--- src/core/gpio_regs_pkg.sv ---
// Register map, field positions and reset values of the monitor pin block
package gpio_regs_pkg;

   // Register indices; the byte address on the bus is four times the index
   localparam logic [7:0] IDX_FUNC_SELECT   = 8'h47;
   localparam logic [7:0] IDX_DIRECTION     = 8'h49;
   localparam logic [7:0] IDX_OUT_ONLY_DATA = 8'h4a;
   localparam logic [7:0] IDX_LINE_DATA     = 8'h4b;
   localparam logic [7:0] IDX_VENDOR_LO     = 8'h4c;
   localparam logic [7:0] IDX_VENDOR_HI     = 8'h4d;
   localparam logic [7:0] IDX_CHIP_CODE     = 8'h4e;
   localparam logic [7:0] IDX_RESERVED_A    = 8'h4f;
   localparam logic [7:0] IDX_RESERVED_B    = 8'h50;
   localparam logic [7:0] IDX_DRIVE_TYPE    = 8'h51;

   localparam int IDX_W    = 8;
   localparam int ADDR_LSB = 2;
   localparam int DATA_W   = 8;
   localparam int BUS_W    = 32;

   // Bit positions in direction, data and drive-type registers
   localparam int BIT_LINE_E = 0;
   localparam int BIT_LINE_F = 1;
   localparam int BIT_LINE_G = 4;
   localparam int BIT_LINE_A = 5;
   localparam int BIT_LINE_B = 6;

   // Bit positions in the output-only data register
   localparam int BIT_OUT_C = 5;
   localparam int BIT_OUT_D = 6;
   localparam int STRAP_W   = 5;

   // Bit positions in the function-select register
   localparam int FSEL_OUT_CD = 0;
   localparam int FSEL_LINE_E = 1;
   localparam int FSEL_LINE_F = 2;
   localparam int FSEL_LINE_G = 5;
   localparam int FSEL_LINE_A = 6;
   localparam int FSEL_LINE_B = 7;

   // Writable bits of each register
   localparam logic [7:0] MASK_LINES     = 8'h73;
   localparam logic [7:0] MASK_FUNC_SEL  = 8'he7;
   localparam logic [7:0] MASK_OUT_ONLY  = 8'h7f;

   // Reset values
   localparam logic [7:0] RST_FUNC_SELECT = 8'h00;
   localparam logic [7:0] RST_DIRECTION   = 8'h00;
   localparam logic [7:0] RST_LINE_DATA   = 8'h00;
   localparam logic [7:0] RST_DRIVE_TYPE  = 8'h00;
   localparam logic [2:0] RST_OUT_TOP     = 3'h0;
   localparam logic [7:0] RST_READDATA    = 8'h00;

   localparam logic [23:0] READ_PAD = 24'h000000;

   // Avalon-MM response codes
   localparam logic [1:0] RESP_OKAY      = 2'h0;
   localparam logic [1:0] RESP_DECODEERR = 2'h3;

   typedef enum logic {
      BUS_IDLE,
      BUS_ACK
   } bus_state_t;

endpackage : gpio_regs_pkg

--- src/core/io_line_ctrl.sv ---
// One shared bidirectional pin: function select, direction, drive type, input synchroniser
`timescale 1ns/10ps
module io_line_ctrl (
   input  wire logic sys_clk_in,
   input  wire logic reset_in,
   input  wire logic gpio_sel_in,
   input  wire logic dir_out_in,
   input  wire logic push_pull_in,
   input  wire logic value_in,
   input  wire logic alt_out_in,
   input  wire logic alt_oe_in,
   input  wire logic pin_in,
   output logic      pin_out,
   output logic      pin_oe_out,
   output logic      level_out
);

   logic sync1_r;
   logic sync2_r;
   logic out_nxt;
   logic oe_nxt;

   always_ff @(posedge sys_clk_in) begin
      if (reset_in) begin
         sync1_r <= 1'b0;
         sync2_r <= 1'b0;
      end else begin
         sync1_r <= pin_in;
         sync2_r <= sync1_r;
      end
   end

   assign level_out = sync2_r;

   always_comb begin
      if (!gpio_sel_in) begin
         // Alternate function owns the pin
         out_nxt = alt_out_in;
         oe_nxt  = alt_oe_in;
      end else if (!dir_out_in) begin
         out_nxt = 1'b0;
         oe_nxt  = 1'b0;
      end else if (push_pull_in) begin
         out_nxt = value_in;
         oe_nxt  = 1'b1;
      end else begin
         // Open drain: pull low, release for high
         out_nxt = 1'b0;
         oe_nxt  = ~value_in;
      end
   end

   always_ff @(posedge sys_clk_in) begin
      if (reset_in) begin
         pin_out    <= 1'b0;
         pin_oe_out <= 1'b0;
      end else begin
         pin_out    <= out_nxt;
         pin_oe_out <= oe_nxt;
      end
   end

endmodule : io_line_ctrl

--- src/core/monitor_gpio_and_id_regs.sv ---
// General-purpose pin registers and identification bytes behind an Avalon-MM slave
`timescale 1ns/10ps

//
// Contract
// - direction bit 6 sets io_line_b input/output
// - direction bit 5 sets io_line_a input/output
// - direction bit 4 sets io_line_g input/output
// - direction bit 1 sets io_line_f input/output
// - direction bit 0 sets io_line_e input/output
// - direction acts only in general-purpose function
// - out_line_d follows output-only data bit 6
// - out_line_c follows output-only data bit 5
// - output-only reset: top bits zero, low straps
// - data bit 6 drives io_line_b, reads pin
// - data bit 5 drives io_line_a, reads pin
// - data bit 4 drives io_line_g, reads pin
// - data bit 1 drives io_line_f, reads pin
// - data bit 0 drives io_line_e, reads pin
// - vendor code low byte, then high byte
// - chip code register fixed and read-only
// - drive bit 6 io_line_b push-pull else open-drain
// - drive bit 5 io_line_a push-pull else open-drain
// - drive bit 4 io_line_g push-pull else open-drain
// - drive bit 1 io_line_f push-pull else open-drain
// - drive bit 0 io_line_e push-pull else open-drain
// - function select picks alternate or general-purpose line
// - function select bit 0 enables out_line_c/d
module monitor_gpio_and_id_regs
   import gpio_regs_pkg::*;
#(
   parameter int             ADDR_W      = 10,
   parameter logic [15:0]    VENDOR_CODE = 16'h1234, // Value is arbitrary
   parameter logic [7:0]     PART_CODE   = 8'h42     // Value is arbitrary
) (
   input  wire logic              sys_clk_in,
   input  wire logic              reset_in,
   // Avalon-MM slave
   input  wire logic [ADDR_W-1:0] avs_address_in,
   input  wire logic              avs_read_in,
   input  wire logic              avs_write_in,
   input  wire logic [BUS_W-1:0]  avs_writedata_in,
   input  wire logic [3:0]        avs_byteenable_in,
   output logic [BUS_W-1:0]       avs_readdata_out,
   output logic [1:0]             avs_response_out,
   output logic                   avs_waitrequest_out,
   // Power-on strap levels for the output-only register
   input  wire logic [STRAP_W-1:0] strap_in,
   // Bidirectional lines
   input  wire logic              io_line_a_in,
   output logic                   io_line_a_out,
   output logic                   io_line_a_oe_out,
   input  wire logic              io_line_b_in,
   output logic                   io_line_b_out,
   output logic                   io_line_b_oe_out,
   input  wire logic              io_line_e_in,
   output logic                   io_line_e_out,
   output logic                   io_line_e_oe_out,
   input  wire logic              io_line_f_in,
   output logic                   io_line_f_out,
   output logic                   io_line_f_oe_out,
   input  wire logic              io_line_g_in,
   output logic                   io_line_g_out,
   output logic                   io_line_g_oe_out,
   // Alternate functions sharing the same pins
   input  wire logic              alt_line_a_out_in,
   input  wire logic              alt_line_a_oe_in,
   input  wire logic              alt_line_b_out_in,
   input  wire logic              alt_line_b_oe_in,
   input  wire logic              alt_line_e_out_in,
   input  wire logic              alt_line_e_oe_in,
   input  wire logic              alt_line_f_out_in,
   input  wire logic              alt_line_f_oe_in,
   input  wire logic              alt_line_g_out_in,
   input  wire logic              alt_line_g_oe_in,
   // Output-only lines
   output logic                   out_line_c_out,
   output logic                   out_line_c_oe_out,
   output logic                   out_line_d_out,
   output logic                   out_line_d_oe_out
);

   // Elaboration-time refusal of an address too narrow for the map
   if (ADDR_W < IDX_W + ADDR_LSB) begin : g_addr_check
      $error("ADDR_W too small for the register map");
   end

   bus_state_t         state_r;
   logic               waitrequest_r;
   logic [DATA_W-1:0]  readdata_r;
   logic [1:0]         response_r;

   logic [DATA_W-1:0]  func_select_r;
   logic [DATA_W-1:0]  direction_r;
   logic [DATA_W-1:0]  out_only_r;
   logic [DATA_W-1:0]  line_data_r;
   logic [DATA_W-1:0]  drive_type_r;

   logic [STRAP_W-1:0] strap_sync1_r;
   logic [STRAP_W-1:0] strap_sync2_r;

   logic               out_c_r;
   logic               out_c_oe_r;
   logic               out_d_r;
   logic               out_d_oe_r;

   logic [IDX_W-1:0]   reg_idx;
   logic               addr_hi_zero;
   logic               commit_wr;
   logic [DATA_W-1:0]  wr_byte;
   logic [DATA_W-1:0]  pin_level;
   logic [DATA_W-1:0]  readdata_nxt;
   logic [1:0]         response_nxt;

   logic               level_a;
   logic               level_b;
   logic               level_e;
   logic               level_f;
   logic               level_g;

   assign reg_idx      = avs_address_in[ADDR_LSB +: IDX_W];
   assign addr_hi_zero = (avs_address_in >> (IDX_W + ADDR_LSB)) == '0;
   assign wr_byte      = avs_writedata_in[DATA_W-1:0];
   // A write lands at the edge where the master sees waitrequest low
   assign commit_wr    = (state_r == BUS_ACK) && avs_write_in && avs_byteenable_in[0] && addr_hi_zero;

   // Bus handshake: one wait cycle, then a one-cycle acknowledge
   always_ff @(posedge sys_clk_in) begin
      if (reset_in) begin
         state_r       <= BUS_IDLE;
         waitrequest_r <= 1'b1;
      end else begin
         case (state_r)
            BUS_IDLE: begin
               if (avs_read_in || avs_write_in) begin
                  state_r       <= BUS_ACK;
                  waitrequest_r <= 1'b0;
               end
            end
            BUS_ACK: begin
               state_r       <= BUS_IDLE;
               waitrequest_r <= 1'b1;
            end
            default: begin
               state_r       <= BUS_IDLE;
               waitrequest_r <= 1'b1;
            end
         endcase
      end
   end

   // Pin levels placed at their data-register positions
   always_comb begin
      pin_level             = '0;
      pin_level[BIT_LINE_B] = level_b;
      pin_level[BIT_LINE_A] = level_a;
      pin_level[BIT_LINE_G] = level_g;
      pin_level[BIT_LINE_F] = level_f;
      pin_level[BIT_LINE_E] = level_e;
   end

   // Read decode
   always_comb begin
      readdata_nxt = '0;
      response_nxt = RESP_OKAY;
      if (!addr_hi_zero) begin
         response_nxt = RESP_DECODEERR;
      end else begin
         case (reg_idx)
            IDX_FUNC_SELECT:   readdata_nxt = func_select_r;
            IDX_DIRECTION:     readdata_nxt = direction_r;
            IDX_OUT_ONLY_DATA: readdata_nxt = out_only_r;
            IDX_LINE_DATA:     readdata_nxt = pin_level;
            IDX_VENDOR_LO:     readdata_nxt = VENDOR_CODE[7:0];
            IDX_VENDOR_HI:     readdata_nxt = VENDOR_CODE[15:8];
            IDX_CHIP_CODE:     readdata_nxt = PART_CODE;
            IDX_RESERVED_A:    readdata_nxt = '0;
            IDX_RESERVED_B:    readdata_nxt = '0;
            IDX_DRIVE_TYPE:    readdata_nxt = drive_type_r;
            default:           response_nxt = RESP_DECODEERR;
         endcase
      end
   end

   // Read data and response are caught with the request and stand through the acknowledge
   always_ff @(posedge sys_clk_in) begin
      if (reset_in) begin
         readdata_r <= RST_READDATA;
         response_r <= RESP_OKAY;
      end else if (state_r == BUS_IDLE && (avs_read_in || avs_write_in)) begin
         readdata_r <= avs_read_in ? readdata_nxt : RST_READDATA;
         response_r <= response_nxt;
      end
   end

   assign avs_readdata_out    = {READ_PAD, readdata_r};
   assign avs_response_out    = response_r;
   assign avs_waitrequest_out = waitrequest_r;

   // Function select
   always_ff @(posedge sys_clk_in) begin
      if (reset_in) begin
         func_select_r <= RST_FUNC_SELECT;
      end else if (commit_wr && reg_idx == IDX_FUNC_SELECT) begin
         func_select_r <= wr_byte & MASK_FUNC_SEL;
      end
   end

   // Direction
   always_ff @(posedge sys_clk_in) begin
      if (reset_in) begin
         direction_r <= RST_DIRECTION;
      end else if (commit_wr && reg_idx == IDX_DIRECTION) begin
         direction_r <= wr_byte & MASK_LINES;
      end
   end

   // Line output values
   always_ff @(posedge sys_clk_in) begin
      if (reset_in) begin
         line_data_r <= RST_LINE_DATA;
      end else if (commit_wr && reg_idx == IDX_LINE_DATA) begin
         line_data_r <= wr_byte & MASK_LINES;
      end
   end

   // Drive type
   always_ff @(posedge sys_clk_in) begin
      if (reset_in) begin
         drive_type_r <= RST_DRIVE_TYPE;
      end else if (commit_wr && reg_idx == IDX_DRIVE_TYPE) begin
         drive_type_r <= wr_byte & MASK_LINES;
      end
   end

   // Strap synchroniser runs through reset so the captured level is valid at release
   always_ff @(posedge sys_clk_in) begin
      strap_sync1_r <= strap_in;
      strap_sync2_r <= strap_sync1_r;
   end

   // Output-only data; identification and reserved slots have no storage to write
   always_ff @(posedge sys_clk_in) begin
      if (reset_in) begin
         out_only_r <= {RST_OUT_TOP, strap_sync2_r};
      end else if (commit_wr && reg_idx == IDX_OUT_ONLY_DATA) begin
         out_only_r <= wr_byte & MASK_OUT_ONLY;
      end
   end

   // Output-only lines, gated together by one enable
   always_ff @(posedge sys_clk_in) begin
      if (reset_in) begin
         out_c_r    <= 1'b0;
         out_c_oe_r <= 1'b0;
         out_d_r    <= 1'b0;
         out_d_oe_r <= 1'b0;
      end else begin
         out_c_r    <= func_select_r[FSEL_OUT_CD] & out_only_r[BIT_OUT_C];
         out_c_oe_r <= func_select_r[FSEL_OUT_CD];
         out_d_r    <= func_select_r[FSEL_OUT_CD] & out_only_r[BIT_OUT_D];
         out_d_oe_r <= func_select_r[FSEL_OUT_CD];
      end
   end

   assign out_line_c_out    = out_c_r;
   assign out_line_c_oe_out = out_c_oe_r;
   assign out_line_d_out    = out_d_r;
   assign out_line_d_oe_out = out_d_oe_r;

   io_line_ctrl u_line_b (
      .sys_clk_in   (sys_clk_in),
      .reset_in     (reset_in),
      .gpio_sel_in  (func_select_r[FSEL_LINE_B]),
      .dir_out_in   (direction_r[BIT_LINE_B]),
      .push_pull_in (drive_type_r[BIT_LINE_B]),
      .value_in     (line_data_r[BIT_LINE_B]),
      .alt_out_in   (alt_line_b_out_in),
      .alt_oe_in    (alt_line_b_oe_in),
      .pin_in       (io_line_b_in),
      .pin_out      (io_line_b_out),
      .pin_oe_out   (io_line_b_oe_out),
      .level_out    (level_b)
   );

   io_line_ctrl u_line_a (
      .sys_clk_in   (sys_clk_in),
      .reset_in     (reset_in),
      .gpio_sel_in  (func_select_r[FSEL_LINE_A]),
      .dir_out_in   (direction_r[BIT_LINE_A]),
      .push_pull_in (drive_type_r[BIT_LINE_A]),
      .value_in     (line_data_r[BIT_LINE_A]),
      .alt_out_in   (alt_line_a_out_in),
      .alt_oe_in    (alt_line_a_oe_in),
      .pin_in       (io_line_a_in),
      .pin_out      (io_line_a_out),
      .pin_oe_out   (io_line_a_oe_out),
      .level_out    (level_a)
   );

   io_line_ctrl u_line_g (
      .sys_clk_in   (sys_clk_in),
      .reset_in     (reset_in),
      .gpio_sel_in  (func_select_r[FSEL_LINE_G]),
      .dir_out_in   (direction_r[BIT_LINE_G]),
      .push_pull_in (drive_type_r[BIT_LINE_G]),
      .value_in     (line_data_r[BIT_LINE_G]),
      .alt_out_in   (alt_line_g_out_in),
      .alt_oe_in    (alt_line_g_oe_in),
      .pin_in       (io_line_g_in),
      .pin_out      (io_line_g_out),
      .pin_oe_out   (io_line_g_oe_out),
      .level_out    (level_g)
   );

   io_line_ctrl u_line_f (
      .sys_clk_in   (sys_clk_in),
      .reset_in     (reset_in),
      .gpio_sel_in  (func_select_r[FSEL_LINE_F]),
      .dir_out_in   (direction_r[BIT_LINE_F]),
      .push_pull_in (drive_type_r[BIT_LINE_F]),
      .value_in     (line_data_r[BIT_LINE_F]),
      .alt_out_in   (alt_line_f_out_in),
      .alt_oe_in    (alt_line_f_oe_in),
      .pin_in       (io_line_f_in),
      .pin_out      (io_line_f_out),
      .pin_oe_out   (io_line_f_oe_out),
      .level_out    (level_f)
   );

   io_line_ctrl u_line_e (
      .sys_clk_in   (sys_clk_in),
      .reset_in     (reset_in),
      .gpio_sel_in  (func_select_r[FSEL_LINE_E]),
      .dir_out_in   (direction_r[BIT_LINE_E]),
      .push_pull_in (drive_type_r[BIT_LINE_E]),
      .value_in     (line_data_r[BIT_LINE_E]),
      .alt_out_in   (alt_line_e_out_in),
      .alt_oe_in    (alt_line_e_oe_in),
      .pin_in       (io_line_e_in),
      .pin_out      (io_line_e_out),
      .pin_oe_out   (io_line_e_oe_out),
      .level_out    (level_e)
   );

endmodule : monitor_gpio_and_id_regs

--- config.mk ---
export PLATFORM = sky130hd
export DESIGN_NAME = monitor_gpio_and_id_regs
export DESIGN_NICKNAME = d
export VERILOG_FILES = /design/src/core/gpio_regs_pkg.sv /design/src/core/io_line_ctrl.sv /design/src/core/monitor_gpio_and_id_regs.sv
export SDC_FILE = /design/constraint.sdc
export NUM_CORES = 1
export LEC_CHECK = 0
export BUFFER_PORTS_ARGS = -buffer_cell sky130_fd_sc_hd__buf_4
export CAP_MARGIN = 20
export CORE_MARGIN = 8
export CORE_UTILIZATION = 31
export CTS_CLUSTER_DIAMETER = 150
export CTS_CLUSTER_SIZE = 28
export DETAILED_ROUTE_END_ITERATION = 12
export PLACE_DENSITY_LB_ADDON = 0.3
export SKIP_LAST_GASP = 1
export SLEW_MARGIN = 20
export SYNTH_ARGS = -nofsm -noshare
export SYNTH_HDL_FRONTEND = slang
export SYNTH_HIERARCHICAL = 1
export SYNTH_SLANG_ARGS = --single-unit
--- constraint.sdc ---
create_clock -name sys_clk_in -period 5.45 [get_ports sys_clk_in]
set_clock_uncertainty 0.15 [all_clocks]
set_input_delay 0.8175 -clock sys_clk_in [delete_from_list [all_inputs] [get_ports sys_clk_in]]
set_output_delay 0.8175 -clock sys_clk_in [all_outputs]
set_load 0.02 [all_outputs]
==> qor.yml, run 1 <==
run_status:
  status: "finished clean"
sta:
  relSlewSlack: 0.422
  finalSetupTns_ns: 0
  hold_viol: 0
  maxSlewViolCount: 0
  period_needed_ns: 2.62
  rsz0062_at_grt: "false"
  tightest_slew_ns: 0.865
  min_period_over_period: 0.481
  finalWorstSetupSlack_ns: 2.83
  finalSetupViolations: 0
  max_freq_ghz: 0.381
routing:
  wirelength_um: 7800
  firstDrtPassIters: 4
  drt-vias-per-instance: 4.71
  antenna_left: 0
  vias: 2427
  drt-wirelength-per-cell_um: 15.1
  drc: 0
  drt_iter0_drc: 121
clock_tree:
  clock_path_buffers: 2
  cts.htree.levels: 3
  cts_tree: "yes"
  ctsResizeCount: 0
  cts.sinks: 72
  clkLatencyLatePin_ns: 0.34
  clk_pin_slew_ns: 0.08
  root_buffer: "clkbuf_8"
  cts_hold_buffers: 0
  cts_made_buffers: 9
  post_cts_buffers: 0
synth:
  syn_area_um2: 3140
  yosysWarnings: 6
  seq_area_frac_synth: 0.475
  ys_top_cells_by_area: "dfxtp_1 (43%), mux2i_1 (7.3%), buf_4 (6.2%)"
  synth_cell_types: 47
  synth-seq-cells: 72
  syn_area_per_cell_um2: 9.87
  synth_top_area_share: 0.427
  synth.top_cells.by_count: "dfxtp_1 (67), nor2_1 (28), buf_4 (26)"
  ys.flop_type: "dfxtp_1"
  synth_cells: 318
  ys_async_sr_fraction: 0
  synth-edff-count: 5
  post-synth-top-count-cell: "dfxtp_1"
  synth_top_cell_by_area: "dfxtp_1"
finish:
  nets: 447
  syn_to_final_growth_pct: 22.7
  antennaDiodeCount: 0
  design_area_um2: 3850
  drive_above_1_share: 0.251
die:
  row_count: 36
  core_area_um2: 9820
  start_util: 0.320
  die_h_um: 117
  die_x_um: 117
  ios: 119
  die_area_um2: 13600
power:
  switching_share: 0.242
  seqPwrFrac: 0.486
  p_comb_frac: 0.094
  clockPowerShare: 0.420
  intPower_w: 0.000863
  vdd_ir_drop_max_mv: 0.266
  p_sw_w: 0.000275
  p_leak_nw: 1.52
  powerDensity_nw_per_um2: 295
critical_path:
  critPathKind: "in2reg"
  arrival_ns: 2.49
  crit_path_cell_trace: "buf_4, or4b_4, or4_1, nand2b_1"
  cp_slowest_stage_delay_ns: 0.65
  cp-end-kind: "flip-flop"
  cpMaxStageDelayCell: "or4b_4"
  startpoint_type: "input port"
  cp_max_fo: 14
  crit_required_ns: 5.32
placed_design:
  dp_hpwl_um: 5840
  place_area_um2: 3620
  port_buffers: 65
  preCtsSetupSlack_ns: 2.47
  gp_congestion: 0.867
run:
  maxCapViolations: 0
global_route:
  grt_pass1_vias: 2396
  grt_max_degree: 58
  grt_usage: 0.116
  grt_pass1_wl_um: 12200
  antenna_found_initial: 0
  overflow: 0
worst_hold_path:
  hp-class: "reg2reg"
-- through the flow --
stage                     utilization  power (W)  cells  hold slack, ns
after global routing            0.392    0.00119    515           0.199
after CTS                       0.392    0.00115    515           0.181
after global placement          0.369   0.000672    499           0.161
after floorplan                     -   0.000640    341           0.160
after detailed placement        0.369   0.000673    499           0.162
final                           0.392    0.00114    515           0.182
-- registers in the layout, summed over array words and instances (netlist names), 5 cells and up --
signal	flops
direction_r	5
drive_type_r	5
func_select_r	6
line_data_r	5
out_only_r	7
strap_sync1_r	5
strap_sync2_r	5
readdata_r	8
-- routing by layer --
metal | wire length [um] | up-vias | global-route usage
li1 | - | 1201 | -
met1 | 3700 | 1121 | 0.148
met2 | 3410 | 94 | 0.176
met3 | 589 | 11 | 0.0393
met4 | 103 | 0 | 0.0469
met5 | 0 | - | 0
-- logic make-up after synthesis --
group	synth area share
AOI/OAI and AO/OA	0.103
muxes	0.0913
DFF	0.475
and+or+nand+nor	0.242
other	0.00119
buffers and inverters	0.0877
-- power by group through the flow --
stage / Combinational (W) / Sequential, W / Clock [W]
floorplan: 0.0000688 / 0.000571 / 0
global placement: 0.000106 / 0.000566 / 0
detailed placement: 0.000107 / 0.000566 / 0
CTS: 0.000107 / 0.000554 / 0.000490
global route: 0.000116 / 0.000555 / 0.000517
finish: 0.000107 / 0.000553 / 0.000478
-- worst max-delay path: cells and delay by family --
kind / cells / cell delay (ns)
buffers and inverters: 1 / 0.15
and+or+nand+nor: 3 / 1.52
-- placed cells by master (no fill, tap or decap), drive strengths merged, types with 5 or more instances in the layout --
master	n
a21oi	14
buf	65
clkbuf	10
conb	24
dfxtp	67
edfxtp	5
inv	6
mux2	5
mux2i	23
nand2	13
nand2b	22
nand3	8
nand3b	9
nand4	6
nor2	28
nor2b	13
nor3	8
o21ai	9
-- area by class of cell --
type                            count  area [um^2]
Fill cell                        1041         5970
Sequential cell                    72         1490
Multi-Input combinational cell    224         1460
Timing Repair Buffer               65          488
Tap cell                          133          166
Clock buffer                       10          138
Clock inverter                      6         91.3
Inverter                            5         18.8
-- path summary, 6_finish.rpt --
kind | cells after the start | endpoint | slack [ns] | startpoint
max reg2reg | 3 | out_only_r[2] | 3.27 | state_r
max | 4 | out_only_r[2] | 2.83 | avs_address_in[6]
min | 0 | strap_sync2_r[4] | 0.18 | strap_sync1_r[4]
min reg2reg | 0 | strap_sync2_r[4] | 0.18 | strap_sync1_r[4]
No activity file was read; power rests on OpenSTA's default activity.
==> inputs of run 2 (changes only) <==
clock period = 2.3 ns   (was 5.45 ns; I/O delays follow)
==> qor.yml, run 2 (synthesis gave the netlist of run 1 again) <==
run_status:
  status: "finished clean"
sta:
  finalSetupViolations: 0  # unchanged
  min_period_over_period: 0.822
  hold_viol: 0  # unchanged
  max_freq_ghz: 0.529
  maxSlewViolCount: 0  # unchanged
  rsz0062_at_grt: "false"
  period_needed_ns: 1.89
  finalSetupTns_ns: 0  # unchanged
die:
  core_area_um2: 9820  # unchanged
  die_x_um: 117  # unchanged
  row_count: 36  # unchanged
  ios: 119  # unchanged
  start_util: 0.320  # unchanged
  die_area_um2: 13600  # unchanged
  die_h_um: 117  # unchanged
routing:
  firstDrtPassIters: 4  # unchanged
  drt-vias-per-instance: 4.63  # -1.7%
  wirelength_um: 8010  # +2.7%
  drt_iter0_drc: 97  # -20%
  drc: 0  # unchanged
  drt-wirelength-per-cell_um: 15.0  # -0.80%
  antenna_left: 0  # unchanged
  vias: 2470  # +1.8%
clock_tree:
  cts_made_buffers: 9  # unchanged
  clk_pin_slew_ns: 0.07  # about the same
  cts_tree: "yes"
  clock_path_buffers: 2  # unchanged
  cts.htree.levels: 3  # unchanged
  root_buffer: "clkbuf_8"
  clkLatencyLatePin_ns: 0.35  # about the same
  cts.sinks: 72  # unchanged
finish:
  multi_input_area_um2: 1460  # unchanged
  final_core_utilization: 0.402  # +0.00981
  num-fill-cells: 1009  # -3.1%
  reg_top3: "readdata_r: 8 flops, out_only_r: 7 flops, func_select_r: 6 flops"
  drive_above_1_share: 0.268  # +0.0162
  syn_to_final_growth_pct: 25.8
  final_cell_mix: "buf_4 (77), dfxtp_1 (67), nor2_1 (28)"
  regMostFlops: "readdata_r"
  regArea_um2: 1490  # unchanged
  mostFrequentLayoutCell: "buf_4"
  largest_reg_flops: 8  # unchanged
  nets: 465  # +4.0%
  antennaDiodeCount: 0  # unchanged
  stdcell_count: 533  # +3.5%
critical_path:
  crit_required_ns: 2.37  # -2.95 ns
  cp_slowest_stage_delay_ns: 0.53  # -0.12 ns
  critical_path.top_delay_family: "simple AND/OR/NAND/NOR gates"
  cpMaxStageDelayCell: "or4b_4"
  cp_common_cell: "buf_4"
  r2r_cells: 3  # unchanged
  critPathBufInv: 3  # +2
  r2r-end: "out_only_r[2]"
  crit_path_cell_trace: "buf_4, or4b_4, buf_4, nor4_4, buf_4, mux2i_1, nor2_1"
  critPathKind: "in2reg"
  startpoint_type: "input port"
  cp-end-kind: "flip-flop"
  r2r_start: "state_r"
  r2r_slack_ns: 0.46  # -2.81 ns
  arrival_ns: 1.96  # -0.53 ns
  cp_max_fo: 13  # -1
worst_hold_path:
  hold_start: "io_line_b_in"
  hold_path_depth: 2  # +2
  hold_path_end: "u_line_b/sync1_r"
  hp-class: "in2reg"
global_route:
  grt_pass1_wl_um: 12600  # +3.9%
  grt_max_degree: 45  # -22%
  grt_usage: 0.122  # +0.00596
  antenna_found_initial: 0  # unchanged
  overflow: 0  # unchanged
  grt_pass1_vias: 2464  # +2.8%
placed_design:
  place_inst: 512  # +2.6%
  port_buffers: 65  # unchanged
  gp_congestion: 0.825  # -4.9%
  dp_hpwl_um: 6180  # +5.8%
power:
  seqPwrFrac: 0.539  # +0.053
  switching_share: 0.260  # +0.0181
  p_sw_w: 0.000633  # +130%
  powerDensity_nw_per_um2: 616  # +110%
  p_comb_frac: 0.111  # +0.017
  p_leak_nw: 1.57  # +3.3%
  vdd_ir_drop_max_mv: 0.338  # +27%
  intPower_w: 0.00180  # +110%
  clockPowerShare: 0.350  # -0.070
run:
  maxCapViolations: 0  # unchanged
-- run 2: final cells by class --
| type | count | share of cell area |
|---|---|---|
| Clock buffer | 11 | 0.0333 |
| Clock inverter | 5 | 0.00856 |
| Inverter | 5 | 0.00475 |
| Multi-Input combinational cell | 224 | 0.369 |
| Sequential cell | 72 | 0.378 |
| Tap cell | 133 | 0.0421 |
| Timing Repair Buffer | 83 | 0.164 |
-- run 2: what timing repair did --
| item | 4_1_cts | 5_1_grt |
|---|---|---|
| hold buffers | 5 | 0 |
| hold endpoints to repair | 5 | 0 |
| gates resized for setup | 0 | 0 |
| setup buffers | 0 | 0 |
-- run 2: worst max path at each step --
stage,endpoint,depth (start not counted),start,slack [ns]
final,line_data_r[1],7,avs_address_in[7],0.41
after global routing,func_select_r[6],7,avs_address_in[7],0.35
after CTS,out_only_r[1],4,avs_address_in[7],0.41
after detailed placement,line_data_r[6],7,avs_address_in[7],0.03
after global placement,line_data_r[1],7,avs_address_in[7],0.03
after floorplan,out_only_r[0],4,avs_address_in[7],0.09
-- run 2: power by group through the flow --
stage / clock [W] / sequential (W) / combinational [W]
5_1_grt: 0.000950 / 0.00132 / 0.000295
2_1_floorplan: 0 / 0.00135 / 0.000163
4_1_cts: 0.000881 / 0.00131 / 0.000272
6_report: 0.000851 / 0.00131 / 0.000271
3_3_place_gp: 0 / 0.00134 / 0.000263
3_5_place_dp: 0 / 0.00134 / 0.000265
-- run 2: stage by stage --
stage	hold WS [ns]	setup WS, ns	area, um^2	power, W
detailed placement	0.162	0.0344	3730	0.00161
finish	0.0507	0.410	3950	0.00243
floorplan	0.160	0.0925	3230	0.00152
CTS	0.0318	0.413	3950	0.00246
global route	0.0483	0.351	3950	0.00256
global placement	0.162	0.0282	3730	0.00160
-- run 2: per-layer routing --
metal / share of wire / vias up / track usage
met5: 0 / - / 0
met4: 0.025 / 0 / 0.0657
met3: 0.070 / 16 / 0.0352
met2: 0.45 / 73 / 0.191
met1: 0.46 / 1151 / 0.149
li1: - / 1230 / -
==> inputs of run 3 (changes only) <==
clock period = 1.9 ns   (was 2.3 ns; I/O delays follow)
==> qor.yml, run 3 (synthesis gave the netlist of run 1 again) <==
run_status:
  status: "finished clean"
finish:
  mostFrequentLayoutCell: "buf_4"
  antennaDiodeCount: 0  # unchanged
  final_cell_mix: "buf_4 (92), dfxtp_1 (67), nor2_1 (28)"
  final_core_utilization: 0.417  # +0.0145
  largest_reg_flops: 8  # unchanged
  regMostFlops: "readdata_r"
  syn_to_final_growth_pct: 30.3
  drive_above_1_share: 0.294  # +0.0265
  reg_top3: "readdata_r: 8 flops, out_only_r: 7 flops, func_select_r: 6 flops"
  nets: 482  # +3.7%
sta:
  hold_viol: 0  # unchanged
  period_needed_ns: 1.75
  finalSetupViolations: 0  # unchanged
  finalWorstSetupSlack_ns: 0.146  # -0.263 ns
  rsz0062_at_grt: "false"
  relSlewSlack: 0.665
  maxSlewViolCount: 0  # unchanged
  min_period_over_period: 0.923
  tightest_slew_ns: 0.499
  max_freq_ghz: 0.570
die:
  die_h_um: 117  # unchanged
  core_area_um2: 9820  # unchanged
  die_area_um2: 13600  # unchanged
  row_count: 36  # unchanged
  ios: 119  # unchanged
  die_x_um: 117  # unchanged
  start_util: 0.320  # unchanged
global_route:
  antenna_found_initial: 0  # unchanged
  grt_usage: 0.124  # +0.00225
  grt_pass1_wl_um: 12900  # +1.9%
  overflow: 0  # unchanged
  grt_max_degree: 23  # -49%
  grt_pass1_vias: 2469  # +0.20%
clock_tree:
  cts_hold_buffers: 7  # +2
  cts.htree.levels: 3  # unchanged
  clkLatencyLatePin_ns: 0.34  # about the same
  cts_tree: "yes"
  cts_made_buffers: 9  # unchanged
  clock_path_buffers: 2  # unchanged
  clk_pin_slew_ns: 0.07  # about the same
  ctsResizeCount: 0  # unchanged
  root_buffer: "clkbuf_8"
  post_cts_buffers: 0  # unchanged
  cts.sinks: 72  # unchanged
routing:
  drt-wirelength-per-cell_um: 15.4  # +2.2%
  wirelength_um: 8410  # +5.0%
  antenna_left: 0  # unchanged
  drt-vias-per-instance: 4.57  # -1.4%
  drt_iter0_drc: 146  # +51%
  drc: 0  # unchanged
  firstDrtPassIters: 4  # unchanged
  vias: 2504  # +1.4%
power:
  powerDensity_nw_per_um2: 730  # +18%
  vdd_ir_drop_max_mv: 0.243  # -28%
  p_leak_nw: 1.66  # +6.0%
critical_path:
  startpoint_type: "flip-flop"
  critPathKind: "reg2reg"
  cp_max_fo: 4  # -9
  crit_required_ns: 1.98  # -0.39 ns
  arrival_ns: 1.84  # -0.12 ns
  cp-end-kind: "flip-flop"
placed_design:
  preCtsSetupSlack_ns: -0.187  # -0.222 ns
  gp_congestion: 0.842  # +2.1%
  dp_hpwl_um: 6480  # +5.0%
  port_buffers: 65  # unchanged
worst_hold_path:
  hp-class: "in2reg"
run:
  maxCapViolations: 0  # unchanged
==> run 3: cell types whose count changed in the layout (fill, tap and decap cells not counted), sizes merged <==
cell	delta
clkinvlp	-2
dlygate4sd3	+2
buf	+15
clkbuf	+2
clkinv	-2
==> run 3: report_power, final <==
| part | internal [W] | total [W] | switching, W |
|---|---|---|---|
| combinational | 0.000158 | 0.000360 | 0.000201 |
| clock | 0.000530 | 0.00104 | 0.000510 |
| sequential | 0.00157 | 0.00159 | 0.0000152 |
==> run 3: layout make-up <==
type | count | area (um^2)
Fill cell | 1006 | 5730
Sequential cell | 72 | 1490
Multi-Input combinational cell | 224 | 1470
Timing Repair Buffer | 100 | 781
Tap cell | 133 | 166
Clock buffer | 13 | 159
Inverter | 5 | 18.8
Clock inverter | 1 | 5.00
==> run 3: path summary, 6_finish.rpt <==
check | startpoint | to | slack [ns] | cells after the start
worst max-delay path | state_r | direction_r[0] | 0.15 | 6
worst min-delay path | io_line_g_in | u_line_g/sync1_r | 0.02 | 2
worst max register to register | state_r | direction_r[0] | 0.15 | 6
worst min register to register | strap_sync1_r[0] | strap_sync2_r[0] | 0.18 | 0
==> run 3: routing by layer <==
layer  track usage  part of all wire  vias to the layer above  routed length (um)
li1              -                 -                     1260                   -
met1         0.154              0.45                     1157                3790
met2         0.203              0.46                       80                3870
met3        0.0383             0.078                        7                 659
met4        0.0384             0.010                        0                  84
met5             0                 0                        -                   0
==> run 3: through the flow <==
step                      TNS, ns  total power, W  hold slack (ns)  instance area, um^2  instances
after floorplan            -0.732         0.00184            0.160                 3240        341
after global placement      -4.49         0.00197            0.162                 3860        527
after detailed placement    -4.55         0.00197            0.162                 3860        527
after CTS                       0         0.00303           0.0113                 4090        548
after global routing            0         0.00313           0.0123                 4090        548
final                           0         0.00299           0.0186                 4090        548
==> run 3: critical path, stage by stage (launching register included) <==
cell     delay, ns
dfxtp_1       0.38
nand3_1       0.15
buf_4         0.20
nor4_4        0.33
buf_4         0.20
mux2i_1       0.19
nor2_1        0.05
